### config.mk
export PLATFORM = sky130hd
export DESIGN_NAME = pld_led_driver
export DESIGN_NICKNAME = d
export VERILOG_FILES = /design/src/pld_pkg.sv /design/src/pld_led_driver.sv
export SDC_FILE = /design/constraint.sdc
export NUM_CORES = 1
export LEC_CHECK = 0
export BUFFER_PORTS_ARGS = -buffer_cell sky130_fd_sc_hd__buf_2
export CAP_MARGIN = 5
export CELL_PAD_IN_SITES_DETAIL_PLACEMENT = 0
export CELL_PAD_IN_SITES_GLOBAL_PLACEMENT = 1
export CORE_MARGIN = 8
export CORE_UTILIZATION = 29
export CTS_BUF_LIST = sky130_fd_sc_hd__clkbuf_8
export DETAILED_ROUTE_END_ITERATION = 6
export GPL_ROUTABILITY_DRIVEN = 0
export PLACE_DENSITY = 0.89
export SYNTH_ARGS = -nofsm -noshare
export SYNTH_HDL_FRONTEND = slang
export SYNTH_SLANG_ARGS = --single-unit
### constraint.sdc
create_clock -name core_clk -period 2.17 [get_ports core_clk]
set_input_delay 0.3255 -clock core_clk [delete_from_list [all_inputs] [get_ports core_clk]]
set_output_delay 0.3255 -clock core_clk [all_outputs]
set_load 0.1 [all_outputs]
### src/pld_pkg.sv
package pld_pkg;

  // Blink rate and system clock
  localparam int unsigned CLK_HZ         = 100_000_000;
  localparam int unsigned BLINK_PER_SEC  = 4;
  // Half period of a 4 Hz blink in cycles (on and off phases equal)
  localparam int unsigned BLINK_HALF_CYC = CLK_HZ / (BLINK_PER_SEC * 2);

  // Link speed codes reported by the link logic
  localparam logic [2:0] SPEED_10   = 3'h0;
  localparam logic [2:0] SPEED_100  = 3'h1;
  localparam logic [2:0] SPEED_1000 = 3'h2;
  localparam logic [2:0] SPEED_2500 = 3'h3;

  // Port kinds
  localparam logic [1:0] KIND_COPPER    = 2'h0;
  localparam logic [1:0] KIND_FIBRE_1G  = 2'h1;
  localparam logic [1:0] KIND_FIBRE_25G = 2'h2;

  // PoE powered device standard and signature
  localparam logic [1:0] PD_NONE = 2'h0;
  localparam logic [1:0] PD_AFAT = 2'h1;
  localparam logic [1:0] PD_BT   = 2'h2;

  // Class ranges
  localparam logic [3:0] SS_STD_MAX = 4'h4;
  localparam logic [3:0] SS_HP_MIN  = 4'h5;
  localparam logic [3:0] SS_HP_MAX  = 4'h8;
  localparam logic [3:0] DS_HP_MIN  = 4'h1;
  localparam logic [3:0] DS_HP_MAX  = 4'h5;

endpackage : pld_pkg

### src/pld_led_driver.sv
`timescale 1ns/1ps

module pld_led_driver
  import pld_pkg::*;
#(
  parameter int unsigned NUM_PORTS = 12,
  parameter int unsigned NUM_POE   = 8,
  parameter int unsigned HALF_CYC  = BLINK_HALF_CYC
) (
  input  wire logic                   core_clk,
  input  wire logic                   reset,
  input  wire logic [NUM_PORTS*2-1:0] port_kind,
  input  wire logic [NUM_PORTS-1:0]   port_active,
  input  wire logic [NUM_PORTS-1:0]   link_up,
  input  wire logic [NUM_PORTS*3-1:0] link_speed,
  input  wire logic [NUM_PORTS-1:0]   tx_active,
  input  wire logic [NUM_POE*2-1:0]   pd_type,
  input  wire logic [NUM_POE-1:0]     pd_dual_sig,
  input  wire logic [NUM_POE*4-1:0]   pd_class,
  input  wire logic [NUM_POE-1:0]     pd_powered,
  input  wire logic [NUM_POE-1:0]     budget_shutoff,
  input  wire logic [NUM_POE-1:0]     detect_fail,
  input  wire logic [NUM_POE-1:0]     overcurrent,
  output logic      [NUM_PORTS-1:0]   led_green_q,
  output logic      [NUM_PORTS-1:0]   led_amber_q,
  output logic      [NUM_POE-1:0]     led_poe_hp_q,
  output logic      [NUM_POE-1:0]     led_poe_std_q,
  output logic      [NUM_POE-1:0]     led_poe_fault_q
);

  localparam int unsigned CW = $clog2(HALF_CYC + 1);
  localparam logic [CW-1:0] HALF_LAST = CW'(HALF_CYC - 1);

  logic [CW-1:0] div_q;
  logic [CW-1:0] div_d;
  logic          wrap;
  logic          blink_q;
  logic          blink_d;

  assign wrap = (div_q == HALF_LAST);

  // Free-running half-period counter
  always_comb begin
    if (wrap) begin
      div_d = '0;
    end else begin
      div_d = div_q + CW'(1);
    end
  end

  always_ff @(posedge core_clk or posedge reset) begin
    if (reset) begin
      div_q <= '0;
    end else begin
      div_q <= div_d;
    end
  end

  // Shared blink phase so all LEDs stay in step
  assign blink_d = wrap ? ~blink_q : blink_q;

  always_ff @(posedge core_clk or posedge reset) begin
    if (reset) begin
      blink_q <= 1'b0;
    end else begin
      blink_q <= blink_d;
    end
  end

  // Pattern one LED shows
  typedef enum logic [1:0] {
    PAT_OFF,
    PAT_ON,
    PAT_BLINK
  } pld_pat_e;

  // Level of an LED for its pattern and the shared blink phase
  function automatic logic pat_level(pld_pat_e pat, logic phase);
    logic lvl;
    lvl = 1'b0;
    unique case (pat)
      PAT_OFF:   lvl = 1'b0;
      PAT_ON:    lvl = 1'b1;
      PAT_BLINK: lvl = phase;
      default:   lvl = 1'b0;
    endcase
    return lvl;
  endfunction : pat_level

  genvar p;
  generate
    for (p = 0; p < NUM_PORTS; p++) begin : g_port
      logic [1:0] kind;
      logic [2:0] spd;
      logic       up;
      logic       spd_10;
      logic       spd_100;
      logic       spd_1000;
      logic       spd_2500;
      logic       use_green;
      logic       use_amber;
      pld_pat_e   green_pat;
      pld_pat_e   amber_pat;
      logic       green_d;
      logic       amber_d;

      assign kind     = port_kind[p*2 +: 2];
      assign spd      = link_speed[p*3 +: 3];
      assign up       = port_active[p] & link_up[p];
      assign spd_10   = (spd == SPEED_10);
      assign spd_100  = (spd == SPEED_100);
      assign spd_1000 = (spd == SPEED_1000);
      assign spd_2500 = (spd == SPEED_2500);

      // Speed LED that the port kind uses at the current speed
      always_comb begin
        use_green = 1'b0;
        use_amber = 1'b0;
        unique case (kind)
          KIND_COPPER: begin
            use_green = spd_1000;
            use_amber = spd_10 | spd_100;
          end
          KIND_FIBRE_1G: begin
            use_green = spd_1000;
            use_amber = spd_100;
          end
          KIND_FIBRE_25G: begin
            use_green = spd_2500;
            use_amber = spd_1000;
          end
          default: begin
            use_green = 1'b0;
            use_amber = 1'b0;
          end
        endcase
      end

      // Steady while linked, blinking while transmitting
      always_comb begin
        if (!up || !use_green) begin
          green_pat = PAT_OFF;
        end else if (tx_active[p]) begin
          green_pat = PAT_BLINK;
        end else begin
          green_pat = PAT_ON;
        end
      end

      always_comb begin
        if (!up || !use_amber) begin
          amber_pat = PAT_OFF;
        end else if (tx_active[p]) begin
          amber_pat = PAT_BLINK;
        end else begin
          amber_pat = PAT_ON;
        end
      end

      assign green_d = pat_level(green_pat, blink_q);
      assign amber_d = pat_level(amber_pat, blink_q);

      // Registered so the pins never glitch
      always_ff @(posedge core_clk or posedge reset) begin
        if (reset) begin
          led_green_q[p] <= 1'b0;
        end else begin
          led_green_q[p] <= green_d;
        end
      end

      always_ff @(posedge core_clk or posedge reset) begin
        if (reset) begin
          led_amber_q[p] <= 1'b0;
        end else begin
          led_amber_q[p] <= amber_d;
        end
      end
    end

    for (p = 0; p < NUM_POE; p++) begin : g_poe
      logic [1:0] typ;
      logic [3:0] cls;
      logic       is_bt;
      logic       is_afat;
      logic       ss_std_cls;
      logic       ss_hp_cls;
      logic       ds_hp_cls;
      logic       hp_ok;
      logic       std_ok;
      pld_pat_e   hp_pat;
      pld_pat_e   std_pat;
      pld_pat_e   fault_pat;
      logic       hp_d;
      logic       std_d;
      logic       fault_d;

      assign typ     = pd_type[p*2 +: 2];
      assign cls     = pd_class[p*4 +: 4];
      assign is_bt   = (typ == PD_BT);
      assign is_afat = (typ == PD_AFAT);

      // Class windows for each signature kind
      always_comb begin
        ss_std_cls = 1'b0;
        ss_hp_cls  = 1'b0;
        ds_hp_cls  = 1'b0;
        if (cls <= SS_STD_MAX) begin
          ss_std_cls = 1'b1;
        end
        if (cls >= SS_HP_MIN && cls <= SS_HP_MAX) begin
          ss_hp_cls = 1'b1;
        end
        if (cls >= DS_HP_MIN && cls <= DS_HP_MAX) begin
          ds_hp_cls = 1'b1;
        end
      end

      // Power delivered to a recognised device in its class window
      always_comb begin
        hp_ok  = 1'b0;
        std_ok = 1'b0;
        if (pd_powered[p]) begin
          if (pd_dual_sig[p]) begin
            hp_ok = is_bt && ds_hp_cls;
          end else begin
            hp_ok  = is_bt && ss_hp_cls;
            std_ok = is_afat && ss_std_cls;
          end
        end
      end

      always_comb begin
        if (hp_ok) begin
          hp_pat = PAT_ON;
        end else begin
          hp_pat = PAT_OFF;
        end
      end

      // Budget shutoff overrides the steady indication
      always_comb begin
        if (budget_shutoff[p]) begin
          std_pat = PAT_BLINK;
        end else if (std_ok) begin
          std_pat = PAT_ON;
        end else begin
          std_pat = PAT_OFF;
        end
      end

      // Overcurrent takes priority over detection failure
      always_comb begin
        if (overcurrent[p]) begin
          fault_pat = PAT_BLINK;
        end else if (detect_fail[p]) begin
          fault_pat = PAT_ON;
        end else begin
          fault_pat = PAT_OFF;
        end
      end

      assign hp_d    = pat_level(hp_pat, blink_q);
      assign std_d   = pat_level(std_pat, blink_q);
      assign fault_d = pat_level(fault_pat, blink_q);

      // Registered so the pins never glitch
      always_ff @(posedge core_clk or posedge reset) begin
        if (reset) begin
          led_poe_hp_q[p] <= 1'b0;
        end else begin
          led_poe_hp_q[p] <= hp_d;
        end
      end

      always_ff @(posedge core_clk or posedge reset) begin
        if (reset) begin
          led_poe_std_q[p] <= 1'b0;
        end else begin
          led_poe_std_q[p] <= std_d;
        end
      end

      always_ff @(posedge core_clk or posedge reset) begin
        if (reset) begin
          led_poe_fault_q[p] <= 1'b0;
        end else begin
          led_poe_fault_q[p] <= fault_d;
        end
      end
    end
  endgenerate

endmodule : pld_led_driver

; Word-level counts from Yosys, hierarchy flattened
; Cells that the tools add are included.
[totals]
regBits = 73
word_cells = 630
out_inout_bits = 48
in_bits = 186
[op_classes]
bitwise = 25
eq_ne = 173
muxes = 205
n_reduce_logical = 136
n_addsub = 1
magnitude_cmp = 40
[op_table]
columns = operator, n
row1 = "2-bit by 1-bit equality test with 1-bit output, second input constant", 66
row2 = "2-bit equality test, second input constant", 66
row3 = 1-bit one-hot mux with 2 select lines, 60
row4 = 2-bit two-way mux, 52
row5 = 1-bit two-way mux, 80
row6 = "3-bit by 2-bit equality test with 1-bit output, second input constant", 24
row7 = "4-bit by 3-bit <= comparator with 1-bit output, second input constant", 16
row8 = 1-bit logical AND, 40
row9 = "3-bit by 1-bit equality test with 1-bit output, second input constant", 12
row10 = 1-bit logical NOT, 36
row11 = 3-bit logical NOT, 12
row12 = 1-bit one-hot mux with 3 select lines, 12
row13 = "4-bit by 1-bit >= comparator with 1-bit output, second input constant", 8
row14 = "4-bit by 3-bit >= comparator with 1-bit output, second input constant", 8
row15 = "4-bit <= comparator, second input constant", 8
row16 = "24-bit by 1-bit adder with 24-bit output, second input constant", 1
row17 = "24-bit equality test, second input constant", 1
row18 = 2-bit logical NOT, 12
row19 = 1-bit logical OR, 24
row20 = 24-bit two-way mux, 1
row21 = 2-bit OR reduction, 12
row22 = 1-bit AND, 12
row23 = 1-bit OR, 12
row24 = "1-bit by 2-bit equality test with 1-bit output, second input constant", 2
row25 = other kinds (2), 3

; Depth between registers and ports, before layout
; Gate-level depths: netlist of run 1.
[depth]
ltp_word = 9
mapped_depth = 7
mapped_depth_nobuf = 5

; Worst setup path before layout of run 1
; OpenSTA, ideal clock, no wires.
[synth_timing]
path_kind = flip-flop to flip-flop
from = register div_q[0]
to = register div_q[19]
setup_time_ps = 130
synth_period_minus_slack_ps = 1704
path_slack_ps = 466
n_path_buf = 2
arrival_time_ps = 1574
stages_incl_launch_ff = 8
required_time_ps = 2040
path_cell_list = dfrtp_1 > ha_1 > and4_1 > buf_2 > nand3_1 > nor3_2 > buf_6 > a21oi_1
[synth_via]
elab_chain_len = 2
elab_cells_between_ends = 3
classes_between = add/sub: 1 / eq/ne: 1 / mux: 1
[synth_rtl]
columns = item, line_no
row1 = start: declaration, pld_led_driver.sv:34  ; logic [CW-1:0] div_q;
row2 = start signal: assignment, pld_led_driver.sv:55  ; div_q <= div_d;
row3 = 24-bit by 1-bit adder with 24-bit output or 24-bit equality test (tied branches), "pld_led_driver.sv:47, pld_led_driver.sv:40"
row4 = 24-bit two-way mux (*), pld_led_driver.sv:44  ; if (wrap) begin
row5 = named net div_d[19], pld_led_driver.sv:35  ; logic [CW-1:0] div_d;
; The timed path passes the listed nets; every way through them passes the cells marked *.
; A chain may end at the register's enable or synchronous reset.

; Worst setup path in the final report of run 1
[layout_timing]
from = register div_q[9]
to = register div_q[19]
; The elaborated chain is that of the path after synthesis.

==> impl_results.html, run 1 <==
<table>
<tr><th>Metric</th><th>Value</th></tr>
<tr><th colspan="2">Global route</th></tr>
<tr><td>Leftover overflow at the end of global routing</td><td>0</td></tr>
<tr><td>Initial antenna violation count</td><td>1</td></tr>
<tr><td>Number of global-route vias before repair</td><td>4064</td></tr>
<tr><td>Total Routing Usage GR</td><td>0.140</td></tr>
<tr><td>Pin count of the biggest net entering global routing</td><td>74</td></tr>
<tr><td>First-pass GRT wire length</td><td>20000 microns</td></tr>
<tr><th colspan="2">Clocking</th></tr>
<tr><td>Hold-fix buffer count after cts</td><td>0</td></tr>
<tr><td>Sinks on the clock net</td><td>73</td></tr>
<tr><td>H-tree level count</td><td>3</td></tr>
<tr><td>CTS clock-pin slew for the worst setup and hold paths</td><td>0.07 ns</td></tr>
<tr><td>Setup repair bufs after CTS</td><td>0</td></tr>
<tr><td>Later-pin clock latency in the skew report</td><td>0.35 ns</td></tr>
<tr><td>CTS tree</td><td>yes</td></tr>
<tr><td>Num CTS Buffers</td><td>9</td></tr>
<tr><td>Clock Tree Buf Depth</td><td>2</td></tr>
<tr><td>PostCTS Resize Cnt</td><td>0</td></tr>
<tr><td>Clock Tree Root</td><td>sky130_fd_sc_hd__clkbuf_8</td></tr>
<tr><th colspan="2">Setup path</th></tr>
<tr><td>Largest driver fanout on the critical path</td><td>13</td></tr>
<tr><td>Required arrival time at the worst endpoint</td><td>2.44 ns</td></tr>
<tr><td>Category of the most critical setup path</td><td>reg -&gt; reg</td></tr>
<tr><td>Endpoint arrival time on the critical path</td><td>1.98 ns</td></tr>
<tr><td>Crit. End Element</td><td>flip-flop</td></tr>
<tr><td>Kind of start point of the critical path</td><td>flip-flop</td></tr>
<tr><td>Flop2flop setup slack</td><td>0.46 ns</td></tr>
<tr><th colspan="2">Synthesis</th></tr>
<tr><td>Primary flip-flop cell chosen by synthesis mapping</td><td>sky130_fd_sc_hd__dfrtp_1</td></tr>
<tr><td>Synth Register Bits</td><td>73</td></tr>
<tr><td>Distinct cell type count after synthesis</td><td>37</td></tr>
<tr><td>Fraction of synthesized area in multiplexers</td><td>0.0231</td></tr>
<tr><td>Top-count cell post-synth</td><td>sky130_fd_sc_hd__dfrtp_1</td></tr>
<tr><td>Cells after synthesis</td><td>416</td></tr>
<tr><td>EDFF count, synth</td><td>0</td></tr>
<tr><td>Synth async-reset ratio</td><td>1.00</td></tr>
<tr><td>Share of the synthesized area in the top cell type</td><td>0.468</td></tr>
<tr><td>Largest cells by area after synthesis</td><td>sky130_fd_sc_hd__dfrtp_1 (47%), sky130_fd_sc_hd__o21ai_0 (5.1%), sky130_fd_sc_hd__nor4_1 (5.0%)</td></tr>
<tr><td>Cell types with the highest counts after synthesis</td><td>sky130_fd_sc_hd__dfrtp_1 (73), sky130_fd_sc_hd__nand2_1 (46), sky130_fd_sc_hd__o21ai_0 (40)</td></tr>
<tr><td>Synth warnings</td><td>0</td></tr>
<tr><td>XOR/XNOR share of the synthesized area</td><td>0.0516</td></tr>
<tr><td>Syn Std Cell Area</td><td>3900 sq um</td></tr>
<tr><td>Largest area contributor in the synthesized netlist</td><td>sky130_fd_sc_hd__dfrtp_1</td></tr>
<tr><td>Mean instance size in the synthesized netlist</td><td>9.38 sq um</td></tr>
<tr><td>Largest family of logic cells by synthesized area</td><td>simple AND/OR/NAND/NOR gates</td></tr>
<tr><td>Simple-gate area share of the yosys netlist</td><td>0.313</td></tr>
<tr><td>Compound-gate portion of the synthesized area</td><td>0.125</td></tr>
<tr><td>Adder and majority gate portion of the synthesized area</td><td>0.00321</td></tr>
<tr><td>Synthesized Nets</td><td>603</td></tr>
<tr><td>Sequential element share of the synthesized area</td><td>0.468</td></tr>
<tr><th colspan="2">Finish</th></tr>
<tr><td>Post-layout util</td><td>0.417</td></tr>
<tr><td>Share of post-route cells with drive strength above 1</td><td>0.404</td></tr>
<tr><td>Number of antenna diodes</td><td>0</td></tr>
<tr><td>Area growth from synthesis to layout</td><td>40.9%</td></tr>
<tr><td>Count of nets after finishing</td><td>845</td></tr>
<tr><th colspan="2">Power</th></tr>
<tr><td>Switching power of the nets</td><td>0.821 mW</td></tr>
<tr><td>Part of the total power dissipated in the clock network</td><td>0.357</td></tr>
<tr><td>Flop pwr share</td><td>0.461</td></tr>
<tr><td>LEAKAGE</td><td>2.64 nW</td></tr>
<tr><td>Pwr Total</td><td>2.99 mW</td></tr>
<tr><td>Peak ir drop on the vdd network</td><td>0.289 mV</td></tr>
<tr><td>Switch share</td><td>0.274</td></tr>
<tr><td>Int Power</td><td>2.17 mW</td></tr>
<tr><td>Power per unit of standard cell area</td><td>544 nW/um^2</td></tr>
<tr><td>Logic gate share of total power</td><td>0.182</td></tr>
<tr><th colspan="2">Timing</th></tr>
<tr><td>Final-report hold violation count</td><td>0</td></tr>
<tr><td>Worst max-slew margin expressed relative to the limit</td><td>0.638</td></tr>
<tr><td>Clk_skew</td><td>0.00952 ns</td></tr>
<tr><td>Count of endpoints failing setup in the final report</td><td>0</td></tr>
<tr><td>Post-route minimum period</td><td>1.71 ns</td></tr>
<tr><td>Share of the clock period used by the worst path after layout</td><td>0.786</td></tr>
<tr><td>Slew @ Worst Pin</td><td>0.546 ns</td></tr>
<tr><td>Maximum clock frequency</td><td>586 MHz</td></tr>
<tr><td>Final max-slew violation count</td><td>0</td></tr>
<tr><td>Setup repair after global routing missed its margin</td><td>no</td></tr>
<tr><td>Setup total negative slack</td><td>0 ns</td></tr>
<tr><th colspan="2">Floorplan</th></tr>
<tr><td>Vertical die dimension</td><td>132 microns</td></tr>
<tr><td>Width of the die</td><td>132 microns</td></tr>
<tr><td>Effective utilization at floorplan</td><td>0.296</td></tr>
<tr><td>Core Rows</td><td>42</td></tr>
<tr><td>Core area</td><td>13200 sq um</td></tr>
<tr><td># IOs</td><td>234</td></tr>
<tr><td>Die Outline Area</td><td>17400 sq um</td></tr>
<tr><th colspan="2">Route</th></tr>
<tr><td>DRC violations left</td><td>0</td></tr>
<tr><td>Starting DRC count in detailed routing</td><td>98</td></tr>
<tr><td>Residual antenna-violating net count after detailed routing</td><td>0</td></tr>
<tr><td>Initial DRT Pass Iterations</td><td>4</td></tr>
<tr><td>Routed WL per cell</td><td>14.8 microns</td></tr>
<tr><td>Total detailed-routing wirelength</td><td>12400 microns</td></tr>
<tr><td>Vias after detailed routing</td><td>4009</td></tr>
<tr><td>Vias per cell</td><td>4.79</td></tr>
<tr><th colspan="2">Placed design</th></tr>
<tr><td>Post-DP HPWL</td><td>10100 microns</td></tr>
<tr><td>IO Port Bufs</td><td>233</td></tr>
<tr><th colspan="2">Outcome</th></tr>
<tr><td>Result of the run</td><td>finished, final reports clean</td></tr>
<tr><th colspan="2">Flow run</th></tr>
<tr><td>Max_cap viols</td><td>0</td></tr>
<tr><th colspan="2">Worst hold path</th></tr>
<tr><td>Type of the worst min-delay path</td><td>in -&gt; async</td></tr>
</table>
==> cell usage in the layout (no fill, tap or decap), types with 2 or more instances in the layout <==
master	n
sky130_fd_sc_hd__or3_2	2
sky130_fd_sc_hd__or4_1	4
sky130_fd_sc_hd__o21ai_0	40
sky130_fd_sc_hd__nand2_1	46
sky130_fd_sc_hd__mux2_2	8
sky130_fd_sc_hd__nand3b_1	11
sky130_fd_sc_hd__nand3_1	10
sky130_fd_sc_hd__nand4_1	15
sky130_fd_sc_hd__and4_1	5
sky130_fd_sc_hd__or3_1	2
sky130_fd_sc_hd__clkbuf_8	11
sky130_fd_sc_hd__buf_4	3
sky130_fd_sc_hd__xor2_1	8
sky130_fd_sc_hd__dfrtp_1	73
sky130_fd_sc_hd__o31ai_1	4
sky130_fd_sc_hd__nor2_1	9
sky130_fd_sc_hd__xnor2_1	15
sky130_fd_sc_hd__buf_12	2
sky130_fd_sc_hd__a21oi_1	34
sky130_fd_sc_hd__buf_2	233
sky130_fd_sc_hd__nor3_1	32
sky130_fd_sc_hd__and2_1	2
sky130_fd_sc_hd__a221oi_1	8
sky130_fd_sc_hd__nor3b_1	12
sky130_fd_sc_hd__inv_1	3
sky130_fd_sc_hd__nor4_1	31
sky130_fd_sc_hd__nor2b_1	24
==> power groups by stage <==
stage	registers, mW	clock network, mW	logic (mW)
3_3_place_gp	1.41	0	0.545
3_5_place_dp	1.41	0	0.549
4_1_cts	1.38	1.12	0.550
2_1_floorplan	1.53	0	0.151
5_1_grt	1.38	1.18	0.601
6_report	1.38	1.07	0.546
==> layout make-up <==
| cell class | instances | area [sq um] |
|---|---|---|
| clock buffers | 11 | 151 |
| clock inverters | 3 | 42.5 |
| fillers | 1348 | 7690 |
| inverters | 3 | 15.0 |
| multi-input cells | 333 | 2010 |
| flip-flops and latches | 73 | 1830 |
| well taps | 176 | 220 |
| repair buffers | 238 | 1230 |
==> routing by layer <==
metal  routed length (microns)  global-route usage
met2                      5950               0.234
met5                         8                   0
met4                       263              0.0606
met1                      5220               0.158
met3                       942              0.0507
==> stage by stage <==
stage / hold slack (ns) / cells / cell area [sq um] / worst slack (ns)
final: 0.0519 / 837 / 5500 / 0.464
after global routing: 0.0910 / 837 / 5500 / 0.367
after CTS: 0.0761 / 837 / 5500 / 0.460
after detailed placement: 0.472 / 823 / 5300 / 0.495
after global placement: 0.467 / 823 / 5300 / 0.533
after floorplan: 0.395 / 416 / 3910 / 0.466
==> registers in the layout (all words and copies together), names as in the netlist <==
register,cells
led_green_q,12
led_amber_q,12
led_poe_fault_q,8
led_poe_std_q,8
led_poe_hp_q,8
blink_q,1
div_q,24
==> cell families after synthesis <==
group	count (synthesis)
XOR/XNOR	23
AO/OA/AOI/OAI	88
buffers and inverters	10
flip-flops	73
adder cells (fa/ha/maj)	1
AND/OR/NAND/NOR	213
multiplexers	8
==> path summary, 6_finish.rpt <==
kind	start	to	cells after the start
hold reg to reg	div_q[0]$_DFF_PP0_	div_q[0]$_DFF_PP0_	1
setup reg to reg	div_q[9]$_DFF_PP0_	div_q[19]$_DFF_PP0_	4
setup / recovery	div_q[9]$_DFF_PP0_	div_q[19]$_DFF_PP0_	4
hold / removal	reset	led_poe_std_q[1]$_DFF_PP0_	3
max in group asynchronous	reset	led_poe_fault_q[2]$_DFF_PP0_	3
min in group core_clk	link_speed[29]	led_amber_q[9]$_DFF_PP0_	2
==> critical path: stages (launching register included) <==
cell and delay [ns]:
sky130_fd_sc_hd__dfrtp_1 0.44, sky130_fd_sc_hd__and2_1 0.26, sky130_fd_sc_hd__nand4_4 0.22, sky130_fd_sc_hd__or4_1 0.54
sky130_fd_sc_hd__a21oi_1 0.17
Power figures use the tool's default switching activity.
==> inputs of run 2 (changes only) <==
==> constraint.sdc (replaced) <==
create_clock -name core_clk -period 1.45 [get_ports core_clk]
set_input_delay 0.2175 -clock core_clk [delete_from_list [all_inputs] [get_ports core_clk]]
set_output_delay 0.2175 -clock core_clk [all_outputs]
set_load 0.1 [all_outputs]
==> impl_results.html, run 2 (synthesized netlist as in run 1, its figures left out) <==
<table>
<tr><th>Metric</th><th>Value</th></tr>
<tr><th colspan="2">Route</th></tr>
<tr><td>Vias per cell</td><td>4.83</td></tr>
<tr><td>Total detailed-routing wirelength</td><td>13100 microns</td></tr>
<tr><td>Routed WL per cell</td><td>14.7 microns</td></tr>
<tr><td>DRC violations left</td><td>0</td></tr>
<tr><td>Starting DRC count in detailed routing</td><td>126</td></tr>
<tr><td>Residual antenna-violating net count after detailed routing</td><td>0</td></tr>
<tr><td>Initial DRT Pass Iterations</td><td>4</td></tr>
<tr><td>Vias after detailed routing</td><td>4275</td></tr>
<tr><th colspan="2">Finish</th></tr>
<tr><td>Most used cells in the layout excluding fill and tap cells</td><td>sky130_fd_sc_hd__buf_2 (233), sky130_fd_sc_hd__dfrtp_1 (70), sky130_fd_sc_hd__nand2_1 (46)</td></tr>
<tr><td>Area occupied by multi-input gates</td><td>2110 sq um</td></tr>
<tr><td>Flip-flop count of the largest register, all copies and words added</td><td>24</td></tr>
<tr><td>Share of post-route cells with drive strength above 1</td><td>0.465</td></tr>
<tr><td>Number of antenna diodes</td><td>0</td></tr>
<tr><td>Count of nets after finishing</td><td>893</td></tr>
<tr><td>Filler Cell Count</td><td>1302</td></tr>
<tr><td>Top register by number of flip-flops</td><td>div_q</td></tr>
<tr><td>Regs by FF count</td><td>div_q x24, led_amber_q x12, led_green_q x12</td></tr>
<tr><td>Leading cell type in the layout, fill and taps excluded</td><td>sky130_fd_sc_hd__buf_2</td></tr>
<tr><td>Area growth from synthesis to layout</td><td>53.3%</td></tr>
<tr><td>Post-route non-filler standard cell count</td><td>886</td></tr>
<tr><td>Area of all placed cells without fillers</td><td>5980 sq um</td></tr>
<tr><td>Area taken by flip-flops and latches</td><td>1830 sq um</td></tr>
<tr><th colspan="2">Floorplan</th></tr>
<tr><td>Vertical die dimension</td><td>132 microns</td></tr>
<tr><td>Effective utilization at floorplan</td><td>0.296</td></tr>
<tr><td>Die Outline Area</td><td>17400 sq um</td></tr>
<tr><td># IOs</td><td>234</td></tr>
<tr><td>Core area</td><td>13200 sq um</td></tr>
<tr><td>Width of the die</td><td>132 microns</td></tr>
<tr><td>Core Rows</td><td>42</td></tr>
<tr><th colspan="2">Power</th></tr>
<tr><td>Peak ir drop on the vdd network</td><td>0.444 mV</td></tr>
<tr><td>Pwr Total</td><td>4.63 mW</td></tr>
<tr><td>Power per unit of standard cell area</td><td>774 nW/um^2</td></tr>
<tr><td>LEAKAGE</td><td>2.91 nW</td></tr>
<tr><th colspan="2">Setup path</th></tr>
<tr><td>Kind of start point of the critical path</td><td>flip-flop</td></tr>
<tr><td>R2R Path End</td><td>div_q[21]$_DFF_PP0_</td></tr>
<tr><td>Startpoint of the worst register-to-register path</td><td>div_q[8]$_DFF_PP0_</td></tr>
<tr><td>Category of the most critical setup path</td><td>reg -&gt; reg</td></tr>
<tr><td>Flop2flop setup slack</td><td>-0.11 ns</td></tr>
<tr><td>Crit. End Element</td><td>flip-flop</td></tr>
<tr><td>Endpoint arrival time on the critical path</td><td>1.83 ns</td></tr>
<tr><td>Largest driver fanout on the critical path</td><td>6</td></tr>
<tr><td>Worst Reg2Reg Path Length in Cells</td><td>4</td></tr>
<tr><td>Required arrival time at the worst endpoint</td><td>1.73 ns</td></tr>
<tr><th colspan="2">Timing</th></tr>
<tr><td>Final max-slew violation count</td><td>0</td></tr>
<tr><td>Worst max-slew margin expressed relative to the limit</td><td>0.660</td></tr>
<tr><td>Count of endpoints failing setup in the final report</td><td>16</td></tr>
<tr><td>Final-report hold violation count</td><td>0</td></tr>
<tr><td>Maximum clock frequency</td><td>642 MHz</td></tr>
<tr><td>Post-route minimum period</td><td>1.56 ns</td></tr>
<tr><td>Setup repair after global routing missed its margin</td><td>yes</td></tr>
<tr><td>Share of the clock period used by the worst path after layout</td><td>1.07</td></tr>
<tr><td>Slew @ Worst Pin</td><td>0.513 ns</td></tr>
<tr><td>Setup total negative slack</td><td>-1.05 ns</td></tr>
<tr><td>Worst Slack Setup Final</td><td>-0.107 ns</td></tr>
<tr><td>Clk_skew</td><td>0.00989 ns</td></tr>
<tr><th colspan="2">Outcome</th></tr>
<tr><td>Result of the run</td><td>complete, but fails checks</td></tr>
<tr><td>Violated checks</td><td>setup timing</td></tr>
<tr><th colspan="2">Global route</th></tr>
<tr><td>Number of global-route vias before repair</td><td>4493</td></tr>
<tr><td>Initial antenna violation count</td><td>0</td></tr>
<tr><td>Total Routing Usage GR</td><td>0.149</td></tr>
<tr><td>Leftover overflow at the end of global routing</td><td>0</td></tr>
<tr><td>Highest-utilization routing layer at the global route stage</td><td>met2</td></tr>
<tr><td>Met2 capacity usage during global routing</td><td>0.257</td></tr>
<tr><td>Pin count of the biggest net entering global routing</td><td>54</td></tr>
<tr><td>Global-route met1 utilization</td><td>0.162</td></tr>
<tr><td>GR Util met3</td><td>0.0564</td></tr>
<tr><td>First-pass GRT wire length</td><td>21500 microns</td></tr>
<tr><th colspan="2">Clocking</th></tr>
<tr><td>Num CTS Buffers</td><td>9</td></tr>
<tr><td>Sinks on the clock net</td><td>73</td></tr>
<tr><td>Clock Tree Buf Depth</td><td>2</td></tr>
<tr><td>CTS clock-pin slew for the worst setup and hold paths</td><td>0.07 ns</td></tr>
<tr><td>CTS tree</td><td>yes</td></tr>
<tr><td>Clock Tree Root</td><td>sky130_fd_sc_hd__clkbuf_8</td></tr>
<tr><td>H-tree level count</td><td>3</td></tr>
<tr><td>Later-pin clock latency in the skew report</td><td>0.36 ns</td></tr>
<tr><th colspan="2">Worst hold path</th></tr>
<tr><td>HP Start</td><td>link_speed[11]</td></tr>
<tr><td>Sink of the worst hold path</td><td>led_green_q[3]$_DFF_PP0_</td></tr>
<tr><td>Number of instances on the worst hold path</td><td>2</td></tr>
<tr><td>Type of the worst min-delay path</td><td>in -&gt; reg</td></tr>
<tr><th colspan="2">Placed design</th></tr>
<tr><td>IO Port Bufs</td><td>233</td></tr>
<tr><td>Post-DP HPWL</td><td>10500 microns</td></tr>
<tr><td>Pre-CTS WS</td><td>-0.156 ns</td></tr>
<tr><td>Post-DP Area</td><td>5570 sq um</td></tr>
<tr><td>Placed cells</td><td>857</td></tr>
<tr><th colspan="2">Flow run</th></tr>
<tr><td>Max_cap viols</td><td>0</td></tr>
</table>
run 2: worst max-delay path: stages (launching register included):
cell                      delay (ns)
sky130_fd_sc_hd__dfrtp_1        0.42
sky130_fd_sc_hd__and4_4         0.28
sky130_fd_sc_hd__nand4_4        0.12
sky130_fd_sc_hd__or4_1          0.52
sky130_fd_sc_hd__a21oi_1        0.13
run 2: power breakdown:
part | switching, mW | total [mW] | internal [mW]
clock network | 0.747 | 1.74 | 0.992
logic | 0.494 | 0.827 | 0.332
registers | 0.00530 | 2.06 | 2.06
run 2: what timing repair did:
action                                 in CTS  in global routing
cloned                                      1                  0
endpoints found under the hold margin      75                  1
setup endpoints to repair                  16                 16
hold buffers                                3                  1
resized for setup                          14                 13
pin swaps                                  11                  7
setup buffers                               7                  2
run 2: metrics by stage:
stage	hold WS (ns)	utilization
after CTS	0.00496	0.448
final	0.0248	0.453
after global routing	0.00599	0.453
after floorplan	0.287	-
after detailed placement	0.333	0.422
after global placement	0.327	0.422
run 2: worst max-delay path by stage:
stage / startpoint / end / slack [ns] / cells after the start
finish: div_q[8]$_DFF_PP0_ / div_q[21]$_DFF_PP0_ / -0.11 / 4
global route: div_q[8]$_DFF_PP0_ / div_q[21]$_DFF_PP0_ / -0.15 / 4
CTS: div_q[1]$_DFF_PP0_ / div_q[21]$_DFF_PP0_ / -0.09 / 4
detailed placement: div_q[5]$_DFF_PP0_ / div_q[19]$_DFF_PP0_ / -0.16 / 4
global placement: div_q[5]$_DFF_PP0_ / div_q[19]$_DFF_PP0_ / -0.13 / 4
floorplan: div_q[5]$_DFF_PP0_ / div_q[17]$_DFF_PP0_ / -0.15 / 6
run 2: cell type report:
cell class	count	area share
clock buffer	10	0.0230
multi-input combinational	334	0.354
tap	176	0.0368
sequential	73	0.306
inverter	3	0.00251
clock inverter	5	0.0121
timing repair buffer	285	0.266
run 2: routing by layer:
layer / routed length [microns] / up-vias
met4: 299 / 0
met2: 6550 / 145
li1: - / 2150
met1: 5220 / 1958
met3: 996 / 22
met5: 0 / -
